==> src/pkg/i2csf_pkg.sv <==
// Purpose: constants and state type of the i2c status and flag unit
// Assumes: 32-bit register port, byte addresses
// Notes:   bit positions follow the status and clear register layouts
package i2csf_pkg;

  localparam logic [7:0]  OFS_STATUS  = 8'h18;
  localparam logic [7:0]  OFS_CLEAR   = 8'h1C;
  localparam logic [7:0]  OFS_PEC     = 8'h20;
  localparam logic [7:0]  OFS_RXDATA  = 8'h24;
  localparam logic [7:0]  OFS_TXDATA  = 8'h28;

  localparam logic [31:0] STATUS_RESET = 32'h0000_0001;

  localparam int BIT_ADDR_CODE   = 17;
  localparam int BIT_DIR         = 16;
  localparam int BIT_BUSY        = 15;
  localparam int BIT_ALERT       = 13;
  localparam int BIT_TIMEOUT     = 12;
  localparam int BIT_PEC_ERROR   = 11;
  localparam int BIT_OVERRUN     = 10;
  localparam int BIT_ARB_LOST    = 9;
  localparam int BIT_BUS_ERROR   = 8;
  localparam int BIT_RELOAD_DONE = 7;
  localparam int BIT_XFER_DONE   = 6;
  localparam int BIT_STOP        = 5;
  localparam int BIT_NACK        = 4;
  localparam int BIT_MATCH       = 3;
  localparam int BIT_RX_FULL     = 2;
  localparam int BIT_TX_REQUEST  = 1;
  localparam int BIT_TX_EMPTY    = 0;

  // crc-8 polynomial x^8 + x^2 + x + 1
  localparam logic [7:0] PEC_POLY = 8'h07;

  typedef struct packed {
    logic [6:0] matched_address_code;
    logic       dir;
    logic       busy;
    logic       alert;
    logic       timeout;
    logic       packet_error_flag;
    logic       overrun_underrun_flag;
    logic       arbitration_lost_flag;
    logic       bus_error_flag;
    logic       reload_complete_flag;
    logic       transfer_done_flag;
    logic       stop_seen_flag;
    logic       nack_received_flag;
    logic       match;
    logic       receive_holding_full;
    logic       transmit_request_flag;
    logic       transmit_holding_empty;
    logic       addressed;
    logic [7:0] pec;
    logic [7:0] rx_data;
    logic [7:0] tx_data;
    logic       scl_q;
    logic       sda_q;
    logic       alert_q;
    logic       pec_nack;
    logic       start_clear;
    logic [31:0] rdata;
  } i2csf_state_t;

endpackage

==> src/logic/i2csf_sync.sv <==
// Purpose: two-flop synchroniser for pins entering the clk_i domain
// Assumes: inputs are slow against clk_i
// Notes:   only the second stage leaves the module
`timescale 1ns/1ns
module i2csf_sync #(
  parameter int W = 1
) (
  input  wire logic         clk_i,   // system clock
  input  wire logic         rstn_i,  // async reset, active low
  input  wire logic [W-1:0] d_i,     // asynchronous inputs
  input  wire logic [W-1:0] init_i,  // unused-level guard, tie high
  output      logic [W-1:0] q_o      // synchronised outputs
);

  logic [W-1:0] meta;
  logic [W-1:0] stage2;

  // idle bus lines are high, so reset to ones avoids a false edge
  always_ff @(posedge clk_i or negedge rstn_i) begin
    if (!rstn_i) begin
      meta   <= '1;
      stage2 <= '1;
    end else begin
      meta   <= d_i;
      stage2 <= meta;
    end
  end

  assign q_o = stage2 & init_i;

endmodule

==> src/logic/i2csf_status_unit.sv <==
// Purpose: status flags, flag clear, pec readout and receive data
// Assumes: bus engine events are one-cycle pulses on clk_i
// Notes:   scl, sda and alert pins are sampled through two flops
//
// The implementer's own choice: the strobed register port.
`timescale 1ns/1ns
module i2csf_status_unit
  import i2csf_pkg::*;
#(
  parameter bit SMBUS_SUPPORT = 1'b1
) (
  input  wire logic       clk_i,                 // system clock
  input  wire logic       rstn_i,                // async reset, low
  input  wire logic [7:0] addr_i,                // register byte address
  input  wire logic [31:0] wdata_i,              // register write data
  input  wire logic       wr_i,                  // write strobe
  input  wire logic       rd_i,                  // read strobe
  output      logic [31:0] rdata_o,              // read data, next cycle
  input  wire logic       peripheral_enable_i,   // block enable
  input  wire logic       smbus_host_mode_i,     // smbus host mode
  input  wire logic       alert_pin_enable_i,    // alert pin enable
  input  wire logic       clock_stretch_disable_i, // no stretching
  input  wire logic       reload_mode_i,         // reload mode
  input  wire logic       automatic_stop_mode_i, // automatic stop
  input  wire logic       slave_byte_control_i,  // slave byte control
  input  wire logic       packet_check_enable_i, // pec enable
  input  wire logic       master_mode_i,         // block is master
  input  wire logic       scl_i,                 // scl pin level
  input  wire logic       sda_i,                 // sda pin level
  input  wire logic       alert_input_pin_i,     // alert pin level
  input  wire logic       addr_match_i,          // own address matched
  input  wire logic [6:0] addr_code_i,           // received address code
  input  wire logic       addr_dir_i,            // received r/w bit
  input  wire logic       timeout_i,             // clock timeout expiry
  input  wire logic       ext_timeout_i,         // cumulative timeout
  input  wire logic       overrun_i,             // rx overrun or tx underrun
  input  wire logic       arb_lost_i,            // arbitration lost
  input  wire logic       misplaced_i,           // misplaced start/stop
  input  wire logic       slave_addr_phase_i,    // slave address phase
  input  wire logic       count_done_i,          // byte count reached
  input  wire logic       byte_count_wr_i,       // byte count written
  input  wire logic [7:0] byte_count_i,          // byte count value
  input  wire logic       start_set_i,           // software sets start
  input  wire logic       stop_set_i,            // software sets stop
  input  wire logic       own_stop_i,            // stop is self-generated
  input  wire logic       nack_rx_i,             // nack after own byte
  input  wire logic       rx_valid_i,            // byte received
  input  wire logic [7:0] rx_byte_i,             // received byte
  input  wire logic       pec_byte_i,            // received byte is pec
  input  wire logic       tx_byte_i,             // byte sent, for pec
  input  wire logic [7:0] tx_sent_i,             // sent byte value
  input  wire logic       tx_taken_i,            // tx register emptied
  input  wire logic       tx_need_i,             // tx data required
  output      logic [7:0] tx_data_o,             // transmit byte
  output      logic       busy_o,                // bus busy
  output      logic       pec_nack_o,            // nack the pec byte
  output      logic       start_clear_o,         // clear start request
  output      logic       tx_request_o           // interrupt/dma request
);

  i2csf_state_t s;
  i2csf_state_t next_s;
  logic [2:0]   pins;

  i2csf_sync #(
    .W      (3)
  ) u_sync (
    .clk_i  (clk_i),
    .rstn_i (rstn_i),
    .d_i    ({scl_i, sda_i, alert_input_pin_i}),
    .init_i (3'h7),
    .q_o    (pins)
  );

  // crc-8 over one byte, msb first
  function automatic logic [7:0] pec_step(input logic [7:0] c,
                                          input logic [7:0] d);
    logic [7:0] r;
    logic       fb;
    r = c;
    for (int i = 7; i >= 0; i--) begin
      fb = r[7] ^ d[i];
      r  = {r[6:0], 1'b0};
      if (fb) begin
        r = r ^ PEC_POLY;
      end
    end
    return r;
  endfunction

  logic wr_status;
  logic wr_clear;
  logic wr_tx;
  logic rd_rx;
  logic start_det;
  logic stop_det;
  logic alert_fall;
  logic [31:0] status_word;
  logic [31:0] clr;
  logic smb;

  assign smb       = SMBUS_SUPPORT;
  assign wr_status = wr_i && (addr_i == OFS_STATUS);
  assign wr_clear  = wr_i && (addr_i == OFS_CLEAR);
  assign wr_tx     = wr_i && (addr_i == OFS_TXDATA);
  assign rd_rx     = rd_i && (addr_i == OFS_RXDATA);
  // clear bits act on ones only
  assign clr       = wr_clear ? wdata_i : 32'h0000_0000;

  // start: sda falls with scl high; stop: sda rises with scl high
  assign start_det  = s.scl_q && pins[2] && s.sda_q && !pins[1];
  assign stop_det   = s.scl_q && pins[2] && !s.sda_q && pins[1];
  assign alert_fall = s.alert_q && !pins[0];

  always_comb begin
    status_word = 32'h0000_0000;
    status_word[BIT_ADDR_CODE +: 7] = s.matched_address_code;
    status_word[BIT_DIR]     = s.dir;
    status_word[BIT_BUSY]    = s.busy;
    status_word[BIT_ALERT]   = s.alert;
    status_word[BIT_TIMEOUT] = s.timeout;
    status_word[BIT_PEC_ERROR]   = s.packet_error_flag;
    status_word[BIT_OVERRUN]     = s.overrun_underrun_flag;
    status_word[BIT_ARB_LOST]    = s.arbitration_lost_flag;
    status_word[BIT_BUS_ERROR]   = s.bus_error_flag;
    status_word[BIT_RELOAD_DONE] = s.reload_complete_flag;
    status_word[BIT_XFER_DONE]   = s.transfer_done_flag;
    status_word[BIT_STOP]    = s.stop_seen_flag;
    status_word[BIT_NACK]    = s.nack_received_flag;
    status_word[BIT_MATCH]   = s.match;
    status_word[BIT_RX_FULL]    = s.receive_holding_full;
    status_word[BIT_TX_REQUEST] = s.transmit_request_flag;
    status_word[BIT_TX_EMPTY]   = s.transmit_holding_empty;
  end

  always_comb begin
    next_s = s;
    next_s.scl_q       = pins[2];
    next_s.sda_q       = pins[1];
    next_s.alert_q     = pins[0];
    next_s.pec_nack    = 1'b0;
    next_s.start_clear = 1'b0;

    // read data stand for exactly one cycle
    next_s.rdata = 32'h0000_0000;
    if (rd_i) begin
      unique case (addr_i)
        OFS_STATUS: next_s.rdata = status_word;
        OFS_PEC:    next_s.rdata = {24'h00_0000, s.pec};
        OFS_RXDATA: next_s.rdata = {24'h00_0000, s.rx_data};
        default:    next_s.rdata = 32'h0000_0000;
      endcase
    end

    // software clears first, so a same-cycle hardware set wins
    if (clr[BIT_ALERT])   next_s.alert                 = 1'b0;
    if (clr[BIT_TIMEOUT]) next_s.timeout               = 1'b0;
    if (clr[BIT_PEC_ERROR]) next_s.packet_error_flag   = 1'b0;
    if (clr[BIT_OVERRUN]) next_s.overrun_underrun_flag = 1'b0;
    if (clr[BIT_ARB_LOST]) next_s.arbitration_lost_flag = 1'b0;
    if (clr[BIT_BUS_ERROR]) next_s.bus_error_flag      = 1'b0;
    if (clr[BIT_STOP])    next_s.stop_seen_flag        = 1'b0;
    if (clr[BIT_NACK])    next_s.nack_received_flag    = 1'b0;
    if (clr[BIT_MATCH]) begin
      next_s.match       = 1'b0;
      next_s.start_clear = 1'b1;
    end
    if (byte_count_wr_i && (byte_count_i != 8'h00)) begin
      next_s.reload_complete_flag = 1'b0;
    end
    if (start_set_i || stop_set_i) begin
      next_s.transfer_done_flag = 1'b0;
    end
    if (rd_rx) begin
      next_s.receive_holding_full = 1'b0;
    end

    // status writes: flush and software request
    if (wr_status && wdata_i[BIT_TX_EMPTY]) begin
      next_s.transmit_holding_empty = 1'b1;
    end
    if (wr_status && wdata_i[BIT_TX_REQUEST] &&
        clock_stretch_disable_i) begin
      next_s.transmit_request_flag = 1'b1;
    end
    // a write while the register is full is dropped
    if (wr_tx && s.transmit_holding_empty) begin
      next_s.tx_data                = wdata_i[7:0];
      next_s.transmit_holding_empty = 1'b0;
      next_s.transmit_request_flag  = 1'b0;
    end
    if (tx_taken_i) begin
      next_s.transmit_holding_empty = 1'b1;
    end
    if (tx_need_i && next_s.transmit_holding_empty) begin
      next_s.transmit_request_flag = 1'b1;
    end

    // bus conditions
    if (start_det) begin
      next_s.busy = 1'b1;
    end
    if (stop_det) begin
      next_s.busy = 1'b0;
      if ((master_mode_i && own_stop_i) ||
          (!master_mode_i && s.addressed)) begin
        next_s.stop_seen_flag = 1'b1;
      end
      next_s.addressed = 1'b0;
    end
    if (addr_match_i) begin
      next_s.matched_address_code = addr_code_i;
      next_s.dir                  = addr_dir_i;
      next_s.match                = 1'b1;
      next_s.addressed            = 1'b1;
    end

    if (smbus_host_mode_i && alert_pin_enable_i && alert_fall) begin
      next_s.alert = 1'b1;
    end
    if (timeout_i || ext_timeout_i) begin
      next_s.timeout = 1'b1;
    end
    if (overrun_i && !master_mode_i && clock_stretch_disable_i) begin
      next_s.overrun_underrun_flag = 1'b1;
    end
    if (arb_lost_i) begin
      next_s.arbitration_lost_flag = 1'b1;
    end
    if (misplaced_i && (master_mode_i || s.addressed) &&
        !(!master_mode_i && slave_addr_phase_i)) begin
      next_s.bus_error_flag = 1'b1;
    end
    if (count_done_i && reload_mode_i &&
        (master_mode_i || slave_byte_control_i)) begin
      next_s.reload_complete_flag = 1'b1;
    end
    if (count_done_i && master_mode_i && !reload_mode_i &&
        !automatic_stop_mode_i) begin
      next_s.transfer_done_flag = 1'b1;
    end
    if (nack_rx_i) begin
      next_s.nack_received_flag = 1'b1;
    end

    // receive path and packet check
    if (rx_valid_i) begin
      next_s.rx_data              = rx_byte_i;
      next_s.receive_holding_full = 1'b1;
      if (packet_check_enable_i && pec_byte_i &&
          (rx_byte_i != s.pec)) begin
        next_s.packet_error_flag = 1'b1;
        next_s.pec_nack          = 1'b1;
      end
    end
    if (packet_check_enable_i) begin
      if (rx_valid_i && !pec_byte_i) begin
        next_s.pec = pec_step(s.pec, rx_byte_i);
      end else if (tx_byte_i) begin
        next_s.pec = pec_step(s.pec, tx_sent_i);
      end
    end

    // disable forces the flags; transmit empty reads high
    if (!peripheral_enable_i) begin
      next_s.busy                   = 1'b0;
      next_s.alert                  = 1'b0;
      next_s.timeout                = 1'b0;
      next_s.packet_error_flag      = 1'b0;
      next_s.overrun_underrun_flag  = 1'b0;
      next_s.arbitration_lost_flag  = 1'b0;
      next_s.bus_error_flag         = 1'b0;
      next_s.reload_complete_flag   = 1'b0;
      next_s.transfer_done_flag     = 1'b0;
      next_s.stop_seen_flag         = 1'b0;
      next_s.nack_received_flag     = 1'b0;
      next_s.match                  = 1'b0;
      next_s.receive_holding_full   = 1'b0;
      next_s.transmit_request_flag  = 1'b0;
      next_s.transmit_holding_empty = 1'b1;
      next_s.pec                    = 8'h00;
      next_s.addressed              = 1'b0;
      next_s.pec_nack               = 1'b0;
    end

    // instances without smbus keep these at zero
    if (!smb) begin
      next_s.alert             = 1'b0;
      next_s.timeout           = 1'b0;
      next_s.packet_error_flag = 1'b0;
      next_s.pec               = 8'h00;
      next_s.pec_nack          = 1'b0;
    end
  end

  always_ff @(posedge clk_i or negedge rstn_i) begin
    if (!rstn_i) begin
      s <= '0;
      s.transmit_holding_empty <= STATUS_RESET[BIT_TX_EMPTY];
      s.scl_q   <= 1'b1;
      s.sda_q   <= 1'b1;
      s.alert_q <= 1'b1;
    end else begin
      s <= next_s;
    end
  end

  assign rdata_o       = s.rdata;
  assign tx_data_o     = s.tx_data;
  assign busy_o        = s.busy;
  assign pec_nack_o    = s.pec_nack;
  assign start_clear_o = s.start_clear;
  // request reaches interrupt or dma logic outside
  assign tx_request_o  = s.transmit_request_flag;

endmodule

==> config.mk <==
export PLATFORM = sky130hd
export DESIGN_NAME = i2csf_status_unit
export DESIGN_NICKNAME = d
export VERILOG_FILES = /design/src/pkg/i2csf_pkg.sv /design/src/logic/i2csf_sync.sv /design/src/logic/i2csf_status_unit.sv
export SDC_FILE = /design/constraint.sdc
export NUM_CORES = 1
export LEC_CHECK = 0
export BUFFER_PORTS_ARGS = -buffer_cell sky130_fd_sc_hd__buf_4
export CAP_MARGIN = 20
export CORE_ASPECT_RATIO = 0.5
export CORE_MARGIN = 3
export CORE_UTILIZATION = 45
export CTS_CLUSTER_SIZE = 25
export DETAILED_ROUTE_END_ITERATION = 8
export GPL_ROUTABILITY_DRIVEN = 0
export PLACE_DENSITY = 0.77
export SKIP_LAST_GASP = 1
export SLEW_MARGIN = 20
export SYNTH_ARGS = -nofsm -noshare
export SYNTH_HDL_FRONTEND = slang
export SYNTH_SLANG_ARGS = --single-unit
==> constraint.sdc <==
create_clock -name clk_i -period 1.67 [get_ports clk_i]
set_clock_uncertainty 0.05 [all_clocks]
set_input_delay 0.2505 -clock clk_i [delete_from_list [all_inputs] [get_ports clk_i]]
set_output_delay 0.2505 -clock clk_i [all_outputs]
set_load 0.03 [all_outputs]
==> results of run 1 <==
critical path: cells and delay by family, from the launching register on:
kind             cells  cell delay, ps
XOR/XNOR             3             790
flip-flops           1             450
AO/OA/AOI/OAI        1             250
AND/OR/NAND/NOR      1             140
cell type report:
| class | instances | area (µm²) |
|---|---|---|
| clock buffer | 11 | 232.7 |
| clock inverter | 5 | 55.05 |
| tap | 112 | 140.1 |
| fill | 644 | 2823 |
| sequential | 82 | 2069 |
| multi-input combinational | 223 | 1841 |
| inverter | 3 | 11.26 |
| timing repair buffer | 160 | 1231 |
kinds of logic after synthesis:
group | Yosys count
other cells | 1
fa+ha+maj | 3
compound gates | 51
buf+inv | 55
simple gates | 86
mux | 32
xor+xnor | 42
flops | 82
synth_stat cells, drive strengths merged (2+ instances only):
| cell type | count |
|---|---|
| or4 | 2 |
| clkbuf | 10 |
| a21oi | 11 |
| o211ai | 2 |
| nand4b | 2 |
| dfrtp | 72 |
| and2 | 2 |
| xnor3 | 3 |
| a221o | 2 |
| xnor2 | 31 |
| ha | 3 |
| o22ai | 2 |
| nand2 | 20 |
| xor2 | 8 |
| dfstp | 10 |
| a22oi | 11 |
| nand4 | 3 |
| inv | 3 |
| nor3 | 2 |
| a31oi | 3 |
| mux2 | 31 |
| buf | 42 |
| nor2 | 8 |
| nand3 | 4 |
| o21ai | 9 |
| a21boi | 4 |
| nor2b | 18 |
| nor3b | 2 |
| and3 | 16 |
stage by stage:
stage | setup WS, ps | hold slack [ps]
6_report | -128.0 | 82.99
5_1_grt | -244.2 | 82.82
4_1_cts | -119.2 | 76.83
3_5_place_dp | -199.3 | 156.1
3_3_place_gp | -150.5 | 150.5
2_1_floorplan | -73.02 | -95.09
sequential cells by signal, summed over array words and instances (netlist names):
| register | count |
|---|---|
| u_sync.stage2 | 3 |
| u_sync.meta | 3 |
| s | 41 |
| rdata_o | 23 |
| pec_nack_o | 1 |
| start_clear_o | 1 |
| tx_data_o | 8 |
| tx_request_o | 1 |
| busy_o | 1 |
placed cells by master, fill, tap and decap left out, drive strengths merged, types with 3 or more instances in the layout:
| cell type | count |
|---|---|
| a31oi | 3 |
| inv | 3 |
| a21boi | 4 |
| nand2 | 20 |
| nand4 | 3 |
| nand3 | 4 |
| nor2 | 8 |
| ha | 3 |
| dfstp | 10 |
| dlygate4sd3 | 4 |
| a21oi | 11 |
| dfrtp | 72 |
| conb | 9 |
| xnor3 | 3 |
| xor2 | 8 |
| clkbuf | 11 |
| xnor2 | 31 |
| o21ai | 9 |
| and3 | 16 |
| a22oi | 11 |
| buf | 156 |
| nor2b | 18 |
| mux2 | 31 |
power by group:
group | switching [mW] | internal [mW]
logic | 0.745 | 0.949
clock network | 0.765 | 1.15
registers | 0.118 | 2.13
total | 1.63 | 4.23
how the worst max path moves through the flow:
| stage | endpoint | slack, ps | depth (start not counted) |
|---|---|---|---|
| global placement | tx_request_o | -150 | 6 |
| floorplan | s[55] | -70 | 5 |
| detailed placement | tx_request_o | -200 | 6 |
| finish | s[55] | -130 | 5 |
| global route | s[55] | -240 | 5 |
| CTS | s[55] | -120 | 5 |
timing repair:
action | in CTS | in global routing
hold buffers | 4 | 0
endpoints found under the hold margin | 26 | 0
gates resized for setup | 8 | 10
setup endpoints to repair | 5 | 6
pin swaps | 7 | 7
layer usage:
metal | part of all wire | wire (µm) | vias up
met5 | 0 | 0 | -
met4 | 0.014 | 139 | 0
met3 | 0.060 | 586 | 16
met2 | 0.49 | 4817 | 95
met1 | 0.43 | 4193 | 1481
li1 | - | - | 1426
==> impl_metrics.json, run 1 <==
{
  "outcome": "finished, violations left",
  "violations": "negative setup slack",
  "relSlewSlack": 0.6359,
  "root_buffer": "clkbuf_16",
  "leakage_nw": 2.687,
  "synthSimpleGateAreaFrac": 0.1232,
  "synthAdderAreaFrac": 0.009169,
  "cap_violations": 0,
  "finalSetupTns_ps": -150.5,
  "synthXorXnorAreaFrac": 0.1036,
  "busiest_layer": "met2",
  "overflow": 0,
  "synth-compound-area-share": 0.08282,
  "synthMuxAreaShare": 0.08771,
  "die_w_um": 140.9,
  "dpl.hpwl_mm": 7.350,
  "path_clk_slew_ps": 60,
  "wl_per_cell_um": 16.34,
  "drt_wl_total_mm": 9.737,
  "layout.nets": 588,
  "yosysUniqueCellTypes": 49,
  "power.density_mw_per_mm2": 1049,
  "cts_tree": "done",
  "ys_warn_count": 0,
  "cts_buffers": 9,
  "ctsLongestPathBuffers": 2,
  "drive_gt1_frac": 0.4876,
  "placed_area_mm2": 0.005154,
  "synth.top_cells.by_area": "dfrtp_1, mux2_2, buf_4, dfstp_2, xnor2_1",
  "fin_cells": 596,
  "maxSlewViolCount": 0,
  "synth-async-reset-ratio": 1.000,
  "vdd_drop_max_mv": 0.5120,
  "total_power_mw": 5.856,
  "grt_max_degree": 44,
  "track_usage": 0.1998,
  "die_h_um": 73.45,
  "post-route-period-util": 1.077,
  "arrival_ps": 1970,
  "cts.sink_count": 82,
  "hold_path_class": "input port to flop",
  "synth_ff_type": "dfrtp_1",
  "slowest_stage": "xnor3_2",
  "dp.cells": 576,
  "crit_chain": "xnor2_2 -> xnor3_2 -> xor2_1 -> nor3b_1 -> a221o_1",
  "synthesis.area_mm2": 0.004094,
  "post-cts-setup-buffer-count": 0,
  "rr_endpoint": "s[55]",
  "yosys.area.top_type_share": 0.4401,
  "ant_nets": 0,
  "firstDrtPassIters": 4,
  "initialDrtViolationCount": 188,
  "final_cell_area_mm2": 0.005580,
  "yosysTopAreaCell": "dfrtp_1",
  "numPortBuffers": 122,
  "diodes": 0,
  "initial_core_util": 0.4872,
  "synth-edff-count": 0,
  "worstMarginPinSlew_ps": 538.8,
  "critical_path_required_ps": 1850,
  "antenna_found_initial": 0,
  "grt_pass1_wl_mm": 15.85,
  "hold_depth": 2,
  "cp-start-kind": "flop",
  "setup_ws_ps": -128.0,
  "synth_cells": 352,
  "vias": 3018,
  "synth_top_family_by_area": "simple AND/OR/NAND/NOR gates",
  "routed_via_density": 5.064,
  "grt_pass1_vias": 3258,
  "hold_start": "timeout_i",
  "grt_util_met2": 0.3438,
  "reg2reg_depth": 5,
  "h-tree-depth": 3,
  "ys_seq_area_frac": 0.5043,
  "whs_endpoint": "s[74]",
  "ys_ff_latch": 82,
  "syn_area_per_cell_um2": 11.63,
  "grtUsageMet3": 0.06177,
  "areaGrowthSynthToFinish_pct": 36.31,
  "criticalPathCategory": "flop to flop",
  "grt_setup_unrepaired": "yes",
  "drc": 0,
  "r2r-start": "s[53]",
  "crit_path_start": "s[53]",
  "reg2reg_setup_slack_ps": -130,
  "hold_viol_final": 0,
  "max_stage_delay_ps": 470,
  "die_area_mm2": 0.01035,
  "coreArea_mm2": 0.008403,
  "insertion_delay_ps": 340,
  "setup_viol": 2,
  "fmaxAchievable_mhz": 556.2,
  "row_count": 23,
  "ios": 150,
  "use_met1": 0.2455,
  "cp_max_fo": 3,
  "fin_util": 0.6641,
  "endpoint_kind": "flop",
  "min_period_ps": 1798
}
(Power assumes the default switching activity.)
==> inputs of run 2 (changes only) <==
SETUP_SLACK_MARGIN = 0.3   (was not set)
==> impl_metrics.json, run 2 (synthesis results as in run 1) <==
{
  "outcome": "finished, violations left",
  "violations": "negative setup slack",
  "die_area_mm2": 0.01035,
  "endpoint_kind": "flop",
  "ctsLongestPathBuffers": 2,
  "maxSlewViolCount": 0,
  "multiInputGateArea_mm2": 0.002054,
  "antenna_found_initial": 0,
  "grt_pass1_wl_mm": 16.57,
  "drive_gt1_frac": 0.5336,
  "setup_ws_ps": -117.4,
  "crit_family": "XOR/XNOR gates",
  "cts_buffers": 9,
  "initialDrtViolationCount": 159,
  "hold_viol_final": 0,
  "critPathBufInv": 0,
  "cap_violations": 0,
  "cts.sink_count": 82,
  "rr_endpoint": "s[55]",
  "initial_core_util": 0.4872,
  "die_h_um": 73.45,
  "post-route-period-util": 1.070,
  "row_count": 23,
  "overflow": 0,
  "routed_via_density": 5.081,
  "setup_viol": 2,
  "placed_area_mm2": 0.005238,
  "layout.nets": 595,
  "largest_register_ffs": 41,
  "drc": 0,
  "crit_path_start": "s[53]",
  "reg2reg_depth": 5,
  "dpl.hpwl_mm": 7.655,
  "vdd_drop_max_mv": 0.6627,
  "diodes": 0,
  "reg2reg_setup_slack_ps": -120,
  "critical_path_required_ps": 1830,
  "track_usage": 0.2076,
  "cp-start-kind": "flop",
  "r2r-start": "s[53]",
  "crit_chain": "xnor2_2 -> xnor3_1 -> xor2_1 -> nor3b_1 -> a221o_1",
  "ant_nets": 0,
  "fillCellCount": 611,
  "path_clk_slew_ps": 60,
  "min_period_ps": 1787,
  "max_stage_delay_ps": 450,
  "numPortBuffers": 122,
  "final_cell_area_mm2": 0.005871,
  "criticalPathCategory": "flop to flop",
  "layout_common_cells": "buf_4, dfrtp_1, mux2_2",
  "areaGrowthSynthToFinish_pct": 43.40,
  "cts_tree": "done",
  "grt_max_degree": 31,
  "timing.hold.ws_ps": 89.28,
  "firstDrtPassIters": 4,
  "ios": 150,
  "fmaxAchievable_mhz": 559.5,
  "coreArea_mm2": 0.008403,
  "die_w_um": 140.9,
  "drt_wl_total_mm": 10.46,
  "whs_endpoint": "s[62]",
  "root_buffer": "clkbuf_16",
  "power.density_mw_per_mm2": 1029,
  "grt_pass1_vias": 3299,
  "hold_path_class": "input port to flop",
  "hold_depth": 3,
  "top_register": "s",
  "cp_max_fo": 3,
  "seq_area_mm2": 0.002069,
  "h-tree-depth": 3,
  "vias": 3064,
  "wl_per_cell_um": 17.35,
  "leakage_nw": 2.804,
  "hold_start": "tx_taken_i",
  "layout_commonest_cell": "buf_4",
  "grt_setup_unrepaired": "yes",
  "insertion_delay_ps": 330,
  "arrival_ps": 1950,
  "slowest_stage": "xnor3_1"
}
## run 2: worst max-delay path by stage
stage / to / slack (ps) / cells after the start
2_1_floorplan: s[55] / -70 / 5
3_3_place_gp: tx_data_o[7] / -100 / 5
3_5_place_dp: tx_data_o[0] / -130 / 5
4_1_cts: s[55] / -120 / 5
5_1_grt: s[55] / -180 / 5
6_report: s[55] / -120 / 5
## run 2: metrics by stage
step,utilization,std cells,setup TNS [ps],power [mW],setup slack (ps)
6_report,0.6986,603,-170.8,6.043,-117.4
5_1_grt,0.6986,603,-474.3,6.318,-178.0
4_1_cts,0.6823,599,-162.8,5.899,-123.4
3_5_place_dp,0.6233,577,-1362,3.877,-128.3
3_3_place_gp,0.6233,577,-1005,3.828,-100.8
2_1_floorplan,-,360,-73.02,3.264,-73.02
## run 2: where the power goes
part / internal (mW) / total (mW) / leakage (nW) / switching, mW
sequential: 2.13 / 2.26 / 1.05 / 0.137
clock: 1.05 / 1.82 / 0.129 / 0.774
combinational: 1.11 / 1.96 / 1.63 / 0.852
## run 2: routing by layer
layer,vias up,share of wire,global-route usage
met3,8,0.053,0.05462
met2,102,0.52,0.3676
li1,1451,-,-
met4,0,0.010,0.06015
met5,-,0,0
met1,1503,0.42,0.2550
## run 2: final cells by class
cell class	instances	share of cell area
clock buffers	12	0.04199
clock inverters	4	0.004902
well taps	112	0.02387
flip-flops and latches	82	0.3525
multi-input cells	224	0.3500
repair buffers	166	0.2249
inverters	3	0.001918
## run 2: repair_timing
item / 4_1_cts / 5_1_grt
pin swaps: 12 / 12
setup endpoints to repair: 20 / 30
endpoints found under the hold margin: 30 / 0
buffers inserted: 1 / 4
gates resized for setup: 24 / 16
gates cloned: 1 / 0
hold buffers: 4 / 0
## run 2: worst register-to-register path, stage by stage (launching register included)
cell	delay, ps
dfrtp_1	430
xnor2_2	170
xnor3_1	450
xor2_1	170
nor3b_1	140
a221o_1	260
